### src/pdseq_pkg.sv
// Package: shared types and constants for the power-profile pin sequencer
package pdseq_pkg;

   // Clock period and pin sequencing gap
   localparam int unsigned CLK_PERIOD_NS = 10;
   localparam int unsigned PIN_GAP_NS = 12500;
   // Longest gap rounds down to whole cycles
   localparam int unsigned PIN_GAP_CYC = PIN_GAP_NS / CLK_PERIOD_NS;
   localparam int unsigned GAP_W = 11;

   // Reset values of the pins
   localparam logic RST_PIN = 1'b0;

   typedef enum logic [1:0] {PDSEQ_V5, PDSEQ_V9, PDSEQ_V20} pdseq_level_e;

   typedef enum {
      PDSEQ_SNK_IDLE, PDSEQ_SNK_SINK_CURRENT_SELECT, PDSEQ_SNK_ON,
      PDSEQ_SRC_UNATT, PDSEQ_SRC_ON, PDSEQ_SRC_BREAK
   } pdseq_state_e;

   // Sink indication and switch pins
   typedef struct packed {
      logic [1:0] sink_current_select;
      logic load_switch_enable;
   } pdseq_sink_pins_s;

   // Source supply pins
   typedef struct packed {
      logic source_supply_switch;
      logic rail_9v_select;
      logic rail_20v_select;
      logic vbus_on;
      logic vconn_on;
   } pdseq_src_pins_s;

endpackage : pdseq_pkg

### src/pdseq_sync.sv
// Three-stage input synchroniser with agreement filter
`timescale 1ns/1ns
`default_nettype none
module pdseq_sync (
   input wire logic clk_i,
   input wire logic nrst_i,
   input wire logic d_i,
   output logic q_o
);
   logic s1;
   logic s2;
   logic s3;

   always_ff @(posedge clk_i or negedge nrst_i) begin
      if (!nrst_i) begin
         s1 <= 1'b0;
         s2 <= 1'b0;
         s3 <= 1'b0;
      end else begin
         s1 <= d_i;
         s2 <= s1;
         s3 <= s2;
      end
   end

   // Change accepted only once the later two stages agree
   always_ff @(posedge clk_i or negedge nrst_i) begin
      if (!nrst_i) begin
         q_o <= 1'b0;
      end else if (s2 == s3) begin
         q_o <= s3;
      end
   end
endmodule : pdseq_sync
`default_nettype wire

### src/pdseq_top.sv
// Power-profile pin sequencer for a Type-C PD port
// Function
// The port starts as sink after reset and goes to source only on a swap.
// In sink role dedicated pins carry current select and load switch enable.
// The sequenced pins have no general-purpose software path at all.
// After a sink profile is agreed, current select rises before load enable.
// The current select to load enable gap is at most 12.5 us.
// As source the supply starts at 5 V and may then move to a higher level.
// Supply switch stays high at every level; each rail pin only at its level.
// Going up from 5 V only raises one rail pin, with no ordering.
// From 9 V to 20 V the 9 V pin drops, then the 20 V pin rises within 12.5 us.
// A source sees the sink pull-down, attaches, then turns on VBUS and VCONN.
// An external controller may take over the policy commands.
// Returning to 5 V drops the active rail pin and keeps the supply switch.
`timescale 1ns/1ns
`default_nettype none
module pdseq_top
   import pdseq_pkg::*;
(
   input wire logic clk_i,
   input wire logic nrst_i,
   // Policy commands from the internal processor
   input wire logic int_sink_ok_i,
   input wire logic [1:0] int_sink_prof_i,
   input wire logic int_swap_i,
   input wire pdseq_level_e int_level_i,
   // Policy commands from an external controller
   input wire logic ext_take_i,
   input wire logic ext_sink_ok_i,
   input wire logic [1:0] ext_sink_prof_i,
   input wire logic ext_swap_i,
   input wire pdseq_level_e ext_level_i,
   // Sink pull-down seen on the configuration channel (comparator pin)
   input wire logic cc_sink_seen_i,
   output pdseq_sink_pins_s sink_pins_o,
   output pdseq_src_pins_s src_pins_o,
   output logic source_role_o
);

   ////////////////////////////////////////////////////////////////////////
   pdseq_state_e state;
   logic [GAP_W-1:0] gap;
   logic cc_seen;
   logic sink_ok;
   logic [1:0] sink_prof;
   logic swap;
   pdseq_level_e level;
   pdseq_level_e cur;
   logic gap_done;

   pdseq_sync u_cc_sync (
      .clk_i(clk_i),
      .nrst_i(nrst_i),
      .d_i(cc_sink_seen_i),
      .q_o(cc_seen)
   );

   // Policy source select; no software write reaches the pins
   always_comb begin
      sink_ok = ext_take_i ? ext_sink_ok_i : int_sink_ok_i;
      sink_prof = ext_take_i ? ext_sink_prof_i : int_sink_prof_i;
      swap = ext_take_i ? ext_swap_i : int_swap_i;
      level = ext_take_i ? ext_level_i : int_level_i;
   end

   // Gap timer is a fixed 1250-cycle delay, equal to the 12.5 us bound
   assign gap_done = (gap == GAP_W'(PIN_GAP_CYC - 1));

   ////////////////////////////////////////////////////////////////////////
   always_ff @(posedge clk_i or negedge nrst_i) begin
      if (!nrst_i) begin
         state <= PDSEQ_SNK_IDLE;
      end else begin
         case (state)
            PDSEQ_SNK_IDLE: begin
               if (swap) begin
                  state <= PDSEQ_SRC_UNATT;
               end else if (sink_ok) begin
                  state <= PDSEQ_SNK_SINK_CURRENT_SELECT;
               end
            end
            PDSEQ_SNK_SINK_CURRENT_SELECT: begin
               if (!sink_ok) begin
                  state <= PDSEQ_SNK_IDLE;
               end else if (gap_done) begin
                  state <= PDSEQ_SNK_ON;
               end
            end
            PDSEQ_SNK_ON: begin
               if (!sink_ok) begin
                  state <= PDSEQ_SNK_IDLE;
               end
            end
            PDSEQ_SRC_UNATT: begin
               if (cc_seen) begin
                  state <= PDSEQ_SRC_ON;
               end
            end
            PDSEQ_SRC_ON: begin
               if (!cc_seen) begin
                  state <= PDSEQ_SRC_UNATT;
               end else if (cur == PDSEQ_V9 && level == PDSEQ_V20) begin
                  state <= PDSEQ_SRC_BREAK;
               end
            end
            PDSEQ_SRC_BREAK: begin
               if (!cc_seen) begin
                  state <= PDSEQ_SRC_UNATT;
               end else if (gap_done) begin
                  state <= PDSEQ_SRC_ON;
               end
            end
            default: begin
               state <= PDSEQ_SNK_IDLE;
            end
         endcase
      end
   end

   always_ff @(posedge clk_i or negedge nrst_i) begin
      if (!nrst_i) begin
         gap <= '0;
      end else if (state == PDSEQ_SNK_SINK_CURRENT_SELECT || state == PDSEQ_SRC_BREAK) begin
         gap <= gap + GAP_W'(1);
      end else begin
         gap <= '0;
      end
   end

   // Level actually on the rails; every attach starts at 5 V
   always_ff @(posedge clk_i or negedge nrst_i) begin
      if (!nrst_i) begin
         cur <= PDSEQ_V5;
      end else if (state != PDSEQ_SRC_ON) begin
         if (state == PDSEQ_SRC_BREAK && gap_done) begin
            cur <= PDSEQ_V20;
         end else if (state != PDSEQ_SRC_BREAK) begin
            cur <= PDSEQ_V5;
         end
      end else if (cc_seen && !(cur == PDSEQ_V9 && level == PDSEQ_V20)) begin
         cur <= level;
      end
   end

   ////////////////////////////////////////////////////////////////////////
   always_ff @(posedge clk_i or negedge nrst_i) begin
      if (!nrst_i) begin
         sink_pins_o <= '0;
      end else begin
         sink_pins_o.sink_current_select <=
            (state == PDSEQ_SNK_SINK_CURRENT_SELECT || state == PDSEQ_SNK_ON) && sink_ok
            ? sink_prof : 2'h0;
         sink_pins_o.load_switch_enable <=
            (state == PDSEQ_SNK_ON && sink_ok) ||
            (state == PDSEQ_SNK_SINK_CURRENT_SELECT && sink_ok && gap_done);
      end
   end

   always_ff @(posedge clk_i or negedge nrst_i) begin
      if (!nrst_i) begin
         src_pins_o <= '0;
         source_role_o <= RST_PIN;
      end else begin
         source_role_o <= (state == PDSEQ_SRC_UNATT) ||
            (state == PDSEQ_SRC_ON) || (state == PDSEQ_SRC_BREAK);
         src_pins_o.source_supply_switch <= (state == PDSEQ_SRC_ON) ||
            (state == PDSEQ_SRC_BREAK);
         src_pins_o.vbus_on <= (state == PDSEQ_SRC_ON) ||
            (state == PDSEQ_SRC_BREAK);
         src_pins_o.vconn_on <= (state == PDSEQ_SRC_ON) ||
            (state == PDSEQ_SRC_BREAK);
         src_pins_o.rail_9v_select <= (state == PDSEQ_SRC_ON) &&
            (cur == PDSEQ_V9);
         src_pins_o.rail_20v_select <= (state == PDSEQ_SRC_ON) &&
            (cur == PDSEQ_V20);
      end
   end

   // Long pin gaps are counted here; a delay range over the whole window
   // would be far too costly for the tools to unroll
   logic [GAP_W-1:0] sink_current_select_wait;
   logic [GAP_W-1:0] brk_wait;

   always_ff @(posedge clk_i or negedge nrst_i) begin
      if (!nrst_i) begin
         sink_current_select_wait <= '0;
      end else if (|sink_pins_o.sink_current_select &&
         !sink_pins_o.load_switch_enable) begin
         sink_current_select_wait <= sink_current_select_wait + GAP_W'(1);
      end else begin
         sink_current_select_wait <= '0;
      end
   end

   // Counts from the 9 V pin drop until the 20 V pin is up or the sink leaves
   always_ff @(posedge clk_i or negedge nrst_i) begin
      if (!nrst_i) begin
         brk_wait <= '0;
      end else if (src_pins_o.rail_20v_select || !cc_seen) begin
         brk_wait <= '0;
      end else if (!src_pins_o.rail_9v_select &&
         (brk_wait != '0 || state == PDSEQ_SRC_BREAK)) begin
         brk_wait <= brk_wait + GAP_W'(1);
      end else begin
         brk_wait <= '0;
      end
   end
endmodule : pdseq_top
`default_nettype wire

### config.mk
export PLATFORM = sky130hd
export DESIGN_NAME = pdseq_top
export DESIGN_NICKNAME = d
export VERILOG_FILES = /design/src/pdseq_pkg.sv /design/src/pdseq_sync.sv /design/src/pdseq_top.sv
export SDC_FILE = /design/constraint.sdc
export NUM_CORES = 1
export LEC_CHECK = 0
export BUFFER_PORTS_ARGS = -buffer_cell sky130_fd_sc_hd__clkbuf_2
export CAP_MARGIN = 25
export CORE_AREA = 2 2 71 73
export CTS_CLUSTER_DIAMETER = 200
export DETAILED_ROUTE_END_ITERATION = 8
export DIE_AREA = 0 0 73 75
export MAX_ROUTING_LAYER = met4
export PLACE_DENSITY_LB_ADDON = 0.1
export SYNTH_ARGS = -nofsm -noshare
export SYNTH_HDL_FRONTEND = slang
export SYNTH_SLANG_ARGS = --single-unit
### constraint.sdc
create_clock -name clk_i -period 2.2 [get_ports clk_i]
set_input_delay 0.33 -clock clk_i [delete_from_list [all_inputs] [get_ports clk_i]]
set_output_delay 0.33 -clock clk_i [all_outputs]
set_load 0.01 [all_outputs]
### Yosys cells after proc, flatten, opt, wreduce, memory -nomap -nowiden

Index checks and enable logic that the tools add are counted.

| word-level totals | value |
|---|---|
| output and inout port bits | 9 |
| flip-flop bits (word level) | 56 |
| logic and storage cells | 79 |
| input port bits | 16 |

| cells by class | value |
|---|---|
| equal/unequal tests | 24 |
| reductions and logical operators | 20 |
| add/subtract/negate cells | 1 |
| muxes and demuxes | 21 |

Operators by type and width:

| cell | count |
|---|---|
| two-way mux 32 bit | 10 |
| case mux 32 bit (6 select lines) | 1 |
| equality test 32 x 3 -> 1 bit (second input constant) | 4 |
| equality test 32 x 2 -> 1 bit (second input constant) | 3 |
| equality test 32 x 4 -> 1 bit (second input constant) | 2 |
| inequality test 32 x 4 -> 1 bit (second input constant) | 2 |
| equality test 32 x 1 -> 1 bit (second input constant) | 1 |
| zero test 32 bit | 1 |
| two-way mux 2 bit | 7 |
| inequality test 3 bit (second input constant) | 4 |
| adder 11 x 1 -> 11 bit (second input constant) | 1 |
| equality test 11 bit (second input constant) | 1 |
| two-way mux 11 bit | 1 |
| logical AND 1 bit | 9 |
| logical OR 1 bit | 6 |
| AND reduction 6 bit | 1 |
| equality test 2 bit (second input constant) | 2 |
| inequality test 3 x 1 -> 1 bit (second input constant) | 1 |
| equality test 2 x 1 -> 1 bit (second input constant) | 1 |
| two-way mux 1 bit | 2 |
| inequality test 2 x 1 -> 1 bit (second input constant) | 1 |
| inequality test 2 bit (second input constant) | 1 |
| AND reduction 2 bit | 1 |
| nonzero test 2 bit | 1 |
| other kinds (2) | 2 |

### Logic depth before layout (Yosys ltp)

Gate-level depths: netlist of run 1.

| logic depth | value |
|---|---|
| depth after elaboration | 7 |
| mapped depth | 7 |
| mapped depth without buffers | 7 |

### By module

A second synthesis of run 1 with hierarchy kept.

| unflattened totals | value |
|---|---|
| cells, all modules | 130 |
| area total of the unflattened synthesis | 1,338.8 um^2 |

Modules (own cells, without submodules):

| module | sequential area each (um^2) | area each (um^2) | cells each | instances |
|---|---|---|---|---|
| pdseq_top | 575.6 | 1,227.4 | 125 | 1 |
| pdseq_sync | 100.1 | 111.4 | 5 | 1 |

### Worst setup path after synthesis of run 1

OpenSTA, ideal clock, no wires.

| timing | value |
|---|---|
| path kind | register to register |
| start point | register gap[1] |
| end point | register state[0] |
| clock period less this slack | 1.776 ns |
| path buffers | 0 |
| required time | 2.075 ns |
| path slack | 0.424 ns |
| data arrival time | 1.651 ns |
| cell stages (with the launch flop) | 7 |
| setup time | 0.125 ns |
| cells stage by stage | dfrtp_1 -> inv_1 -> ha_1 -> nor4bb_1 -> nand3_1 -> a211oi_4 -> mux2_4 |

| on the way | value |
|---|---|
| cells in the longest elaborated chain, start to end | 3 |
| elaborated cells between the ends (all ways) | 4 |
| those cells by class | eq/ne (3); reduce/logical (1) |

RTL lines:

| element | line | RTL |
|---|---|---|
| start: declaration | pdseq_top.sv:42 | `logic [GAP_W-1:0] gap;` |
| start signal: assignment | pdseq_top.sv:124 | `gap <= gap + GAP_W'(1);` |
| equality test 11 bit (*) | pdseq_top.sv:67 | `assign gap_done = (gap == GAP_W'(PIN_GAP_CYC - 1));` |
| inequality test 3 bit (no source line) | n/a |  |
| AND reduction 6 bit (no source line) (*) | n/a |  |
| end signal: assignment | pdseq_top.sv:72 | `state <= PDSEQ_SNK_IDLE;` |
| end signal: assignment | pdseq_top.sv:77 | `state <= PDSEQ_SRC_UNATT;` |
| end signal: assignment | pdseq_top.sv:79 | `state <= PDSEQ_SNK_SINK_CURRENT_SELECT;` |
| end: declaration | pdseq_top.sv:41 | `pdseq_state_e state;` |

Mark *: on every way between the ends. The rest lies on a longest branch, timed or not.
A chain may end at the register's enable or synchronous reset.

### Worst setup path in the final report of run 1

| timing | value |
|---|---|
| start point | register gap[1] |
| end point | register state[2] |

The elaborated chain is that of the path after synthesis.

==> results by group, run 1 <==
Status
  – Status: completed

STA
  – Clk_skew: 0.00188 ns
  – Worst slew margin: 0.542
  – Final setup vio count: 0
  – Slew at the pin closest to its max-slew limit: 0.688 ns
  – Period utilization: 0.875
  – Fmax: a little over 0.5 GHz
  – Final Max Slew Viols: 0
  – RSZ-0062 raised after global routing: false
  – Hold Vio Cnt, Final: 0
  – Tmin final: 1.93 ns
  – Post-route setup TNS: 0 ns

Critical path
  – Setup CP Type: reg -> reg
  – WP buf/inv: 1
  – Worst reg-to-reg path cell count: 6
  – Critical R2R Launch: gap[1]$_DFF_PN0_
  – Critical Path Source: gap[1]$_DFF_PN0_
  – Worst Path Max Fanout: 4
  – Cell family with most CP delay: simple AND/OR/NAND/NOR gates
  – Reg2Reg Setup Slack: 0.27 ns
  – Worst path arrival time: 2.09 ns
  – Critical path, cell by cell: inv_1 -> ha_1 -> nor4bb_1 -> nand3_1 -> a211oi_4 -> mux2_4
  – CP max-delay cell: dfrtp_1
  – Slowest cell delay on critical path: 0.42 ns
  – WP data required: around 2.4 ns
  – Worst r2r dst: state[2]$_DFFE_PN0P_
  – CP Launch Type: flop
  – Setup crit end kind: flop

Finish
  – Ratio of cells with drive above 1 in the final layout: 0.289
  – Layout Cells excl Fill: 203
  – Nets: 168
  – Ant diodes: 0
  – Final instance area: 0.00158 mm2
  – Synth-to-Final Area Change: 12.3%
  – Core Util, Final: 0.338

Clock network
  – Num CTS Buffers: 3
  – Post-CTS sizing: 0
  – Worst-path clk slew: 0.09 ns
  – Clock Path Buffers: 2
  – Hold_buf cts: 0
  – H-tree Lvls: 1
  – Postcts setup bufs: 0
  – Root buffer cell: clkbuf_8
  – Worst-Skew Late Latency: between 0.2 and 0.3 ns
  – Clk sinks: 27
  – TritonCTS clock tree: yes

Hold path
  – Hold Crit Class: in -> async

Place
  – Dpl cells: 199
  – Dpl cell area: 0.00153 mm2
  – Global placement routability congestion: 0.704
  – I/O Buffers: 24
  – Detail Placement HPWL: 2010 um

Yosys
  – Number of flops mapped to enable cells by yosys: 0
  – Asr flop ratio synth: 1.00
  – Synth warnings: 0
  – Synth Cell Area: 0.00140 mm2
  – Syn Area/Cell: 11.0 um2
  – Yosys reg bits: 27
  – Area share of the largest cell type after synthesis: 0.482
  – Predominant post-synthesis flop cell: dfrtp_1
  – Yosys cell types: 43
  – Cell taking the most area after synthesis: dfrtp_1
  – Sequential area share after synthesis: 0.482
  – Synth cell count leaders: 27 x dfrtp_1, 12 x nor2_1, 8 x nand3_1
  – Syn Inst Count: 128
  – Top cells by area, synth: dfrtp_1 48%, mux2_4 4.3%, xor2_1 3.7%
  – Most frequent cell after synthesis: dfrtp_1
  – Syn Nets: 146

Route
  – Routed wire length: 2710 um
  – Wire per inst: ~13 um
  – First drt pass iteration count: 4
  – Post-detailed-route count of antenna-violating nets: 0
  – Via count: ~960
  – Iter 0 DRT Violations: 32
  – DRC: 0
  – DR vias/cell: 4.74

GRT
  – Initial antenna violation count: 0
  – Global-route wire length before repair: 4550 um
  – Total congestion overflow: 0
  – Vias in the first global route: roughly 1000
  – Global Route Usage Sum: 0.112
  – Largest net degree at the start of global routing: 28

Floorplan
  – Die Ht: 75 um
  – Starting density of the core: 0.301
  – Die ar.: 0.00548 mm2
  – # rows: 25
  – Num ports: 25
  – Die width: ~73 um
  – CORE AREA: 0.00466 mm2

Job
  – Max cap viols: 0

Power and ir drop
  – Maximum VDD drop: 484 uV
  – PwrDens: 910 mW/mm2
  – Tot Pwr: 0.00143 W
  – Leakage: 0.727 nW
layer usage:
metal | global-route usage | wire, um | vias to the layer above
met5 | - | 0 | -
met4 | 0.0329 | 65 | 0
met3 | 0.0321 | 67 | 4
met2 | 0.180 | 1330 | 17
met1 | 0.137 | 1240 | 457
li1 | - | - | 484
worst reg2reg max path: cells and delay by family, from the launching register on:
kind | cells | cell delay (ns)
compound gates | 1 | 0.32
fa+ha+maj | 1 | 0.13
buf+inv | 1 | 0.07
flops | 1 | 0.42
mux | 1 | 0.33
simple gates | 2 | 0.56
cells in the final DEF (no fill, tap or decap), drive strengths merged:
cell type and n:
buf 1, maj3 1, nand3 8, clkbuf 27, o2bb2ai 2, nand2b 3
and2 1, a21o 1, mux2 4, dfrtp 27, or3 2, nor3 1
mux2i 5, ha 2, a22o 1, o211ai 1, inv 2, or2b 2
a211oi 3, nor3b 1, and3 2, nor4bb 1, nand2 6, xor2 6
nor2 12, xnor2 1, o221a 1, nor2b 4, clkinvlp 1, nand3b 1
o21ai 6, and2b 2, a31oi 1, a21oi 7, nand4 2, a21boi 1
where the power goes:
| part | internal (W) | leakage (nW) | switching [W] | total, W |
|---|---|---|---|---|
| logic | 0.000237 | 0.345 | 0.000239 | 0.000477 |
| registers | 0.000568 | 0.360 | 0.000103 | 0.000671 |
| clock network | 0.000128 | 0.0217 | 0.000157 | 0.000285 |
layout make-up:
| type | instances | area (um2) |
|---|---|---|
| Clock inverter | 1 | 7.51 |
| Multi-Input combinational cell | 91 | 648 |
| Inverter | 2 | 7.51 |
| Sequential cell | 27 | 676 |
| Clock buffer | 3 | 41.3 |
| Timing Repair Buffer | 25 | 128 |
| Fill cell | 469 | 3090 |
| Tap cell | 54 | 67.6 |
through the flow:
stage               setup slack (ns)  hold slack, ns
detailed placement             0.282           0.337
global route                   0.228           0.126
finish                         0.275          0.0816
global placement               0.300           0.339
floorplan                      0.424          0.0344
CTS                            0.276          0.0964
cells by family (layout without fill, tap and decap cells):
logic type               count (synthesis)  in the layout  share of synthesized area
adder cells (fa/ha/maj)                  3              3                     0.0250
AO/OA/AOI/OAI                           24             24                      0.125
multiplexers                             9              9                     0.0785
AND/OR/NAND/NOR                         48             48                      0.190
XOR/XNOR                                 7              7                     0.0437
flip-flops                              27             27                      0.482
buffers and inverters                   10             31                     0.0562
sequential cells by signal (all words and copies together), names as in the netlist:
register,flops
gap,11
sink_pins_o,3
src_pins_o,3
state,3
cur,2
source_role_o,1
u_cc_sync.q_o,1
u_cc_sync.s1,1
u_cc_sync.s2,1
u_cc_sync.s3,1
worst max-delay path by stage:
stage / cells after the start / endpoint / slack [ns]
6_report: 6 / state[2]$_DFFE_PN0P_ / 0.27
5_1_grt: 6 / state[2]$_DFFE_PN0P_ / 0.23
4_1_cts: 6 / state[2]$_DFFE_PN0P_ / 0.28
3_5_place_dp: 6 / state[2]$_DFFE_PN0P_ / 0.28
3_3_place_gp: 6 / state[2]$_DFFE_PN0P_ / 0.30
2_1_floorplan: 6 / state[0]$_DFFE_PN0P_ / 0.42
Power figures use the tool's default switching activity.
==> inputs of run 2 (changes only) <==
CORE_AREA = 3 3 72 74   (was 2 2 71 73)
DIE_AREA = 0 0 75 77   (was 0 0 73 75)
==> results by group, run 2 (synthesis gave the netlist of run 1 again) <==
Clock network
  – H-tree Lvls: 1 (unchanged)
  – Clock Path Buffers: 2 (unchanged)
  – Post-CTS sizing: 0 (unchanged)
  – Worst-Skew Late Latency: 0.27 ns (about the same)
  – TritonCTS clock tree: yes
  – Hold_buf cts: 0 (unchanged)
  – Root buffer cell: clkbuf_8
  – Clk sinks: 27 (unchanged)
  – Worst-path clk slew: 0.10 ns (about the same)
  – Postcts setup bufs: 0 (unchanged)
  – Num CTS Buffers: 3 (unchanged)

STA
  – Hold Vio Cnt, Final: 0 (unchanged)
  – Final Max Slew Viols: 0 (unchanged)
  – Final setup vio count: 0 (unchanged)
  – Post-route setup TNS: 0 ns (unchanged)
  – Period utilization: 0.879 (+0.00405)
  – Fmax: 0.517 GHz (-0.46%)
  – Hold WS: 0.0721 ns (-0.00951 ns)
  – Clk_skew: 0.00667 ns (+0.00479 ns)
  – Slew at the pin closest to its max-slew limit: 0.673 ns (-0.0152 ns)
  – Worst slew margin: 0.552 (+0.0101)
  – Tmin final: 1.93 ns (+0.00891 ns)
  – RSZ-0062 raised after global routing: false

Place
  – Dpl cell area: 0.00153 mm2 (unchanged)
  – I/O Buffers: 24 (unchanged)
  – Detail Placement HPWL: 1990 um (-1.3%)
  – Global placement routability congestion: 0.744 (+5.7%)

Floorplan
  – Starting density of the core: 0.301 (unchanged)
  – Die width: 75 um (+2.7%)
  – Die Ht: 77 um (+2.7%)
  – # rows: 25 (unchanged)
  – CORE AREA: 0.00466 mm2 (unchanged)
  – Num ports: 25 (unchanged)
  – Die ar.: 0.00578 mm2 (+5.5%)

Route
  – DRC: 0 (unchanged)
  – Via count: 986 (+2.5%)
  – DR vias/cell: 4.86 (+2.5%)
  – Iter 0 DRT Violations: 30 (-6.3%)
  – Wire per inst: 13.1 um (-1.5%)
  – Wire length on met1: 1200 um (-3.6%)
  – Post-detailed-route count of antenna-violating nets: 0 (unchanged)
  – Detail Route met3 WL: 60 um (-10%)
  – Routed wire length: 2670 um (-1.5%)
  – First drt pass iteration count: 4 (unchanged)
  – Met2 Routed Length: 1370 um (+3.2%)
  – Max layer used: met4

Finish
  – Fillers: 464 (-1.1%)
  – Nets: 168 (unchanged)
  – Final instance area: 0.00157 mm2 (-0.24%)
  – Ratio of cells with drive above 1 in the final layout: 0.282 (-0.00671)
  – Max reg flops: 11 (unchanged)
  – Synth-to-Final Area Change: 12.0%
  – Ant diodes: 0 (unchanged)
  – Commonest non-fill, non-tap cells in the layout: 27 x dfrtp_1, 24 x clkbuf_2, 12 x nor2_1
  – Register with the most flip-flops: gap
  – Most common library cell in the layout ignoring fill and taps: dfrtp_1

GRT
  – Initial antenna violation count: 0 (unchanged)
  – Total congestion overflow: 0 (unchanged)
  – Global Route Usage Sum: 0.105 (-0.00633)
  – Vias in the first global route: 1040 (+6.4%)
  – Largest net degree at the start of global routing: 28 (unchanged)
  – Global-route wire length before repair: 4660 um (+2.4%)

Critical path
  – Worst path arrival time: 2.10 ns (about the same)
  – Setup crit end kind: flop
  – Setup CP Type: reg -> reg
  – CP Launch Type: flop
  – Worst Path Max Fanout: 4 (unchanged)
  – WP data required: 2.36 ns (about the same)

Status
  – Status: completed

Power and ir drop
  – Maximum VDD drop: 238 uV (-51%)
  – Leakage: 0.728 nW (+0.14%)
  – PwrDens: 911 mW/mm2 (+0.16%)
  – Tot Pwr: 0.00143 W (about the same)

Hold path
  – Hold Crit Class: in -> async

Job
  – Max cap viols: 0 (unchanged)
## run 2: cell count changes in the layout (fill, tap and decap cells not counted), sizes merged
cell,previous run,this run
clkbuf,27,28
clkinvlp,1,0
## run 2: worst paths after layout
check,startpoint,end,cells after the start,slack [ns]
setup / recovery,gap[1]$_DFF_PN0_,state[2]$_DFFE_PN0P_,6,0.27
min in group clk_i,cc_sink_seen_i,u_cc_sync.s1$_DFF_PN0_,1,0.15
setup reg to reg,gap[1]$_DFF_PN0_,state[2]$_DFFE_PN0P_,6,0.27
hold / removal,nrst_i,src_pins_o[2]$_DFF_PN0_,1,0.07
hold reg to reg,u_cc_sync.s1$_DFF_PN0_,u_cc_sync.s2$_DFF_PN0_,0,0.37
max in group asynchronous,nrst_i,gap[0]$_DFF_PN0_,1,1.69
## run 2: stage by stage
stage / setup WS [ns] / cells / util
finish: 0.266 / 203 / 0.337
global route: 0.137 / 203 / 0.337
CTS: 0.256 / 203 / 0.337
detailed placement: 0.271 / 199 / 0.328
global placement: 0.296 / 199 / 0.328
floorplan: 0.424 / 128 / -
## run 2: per-layer routing
layer,track usage,vias to the layer above
li1,-,483
met1,0.125,486
met2,0.175,13
met3,0.0197,4
met4,0.0374,0
met5,-,-
## run 2: layout make-up
class                           instances  area [um2]  area share
Timing Repair Buffer                   25         128      0.0812
Sequential cell                        27         676       0.430
Inverter                                2        7.51     0.00478
Tap cell                               54        67.6      0.0430
Multi-Input combinational cell         91         648       0.412
Clock buffer                            4        45.0      0.0287
## run 2: critical path, cell delays in order, from the launching register on
cell	delay (ns)
dfrtp_1	0.42
inv_1	0.07
ha_1	0.13
nor4bb_1	0.35
nand3_1	0.20
a211oi_4	0.32
mux2_4	0.33
## run 2: report_power, final
group,total (W),internal (W),switching (W)
logic,0.000476,0.000237,0.000239
registers,0.000669,0.000568,0.000100
clock network,0.000287,0.000130,0.000157
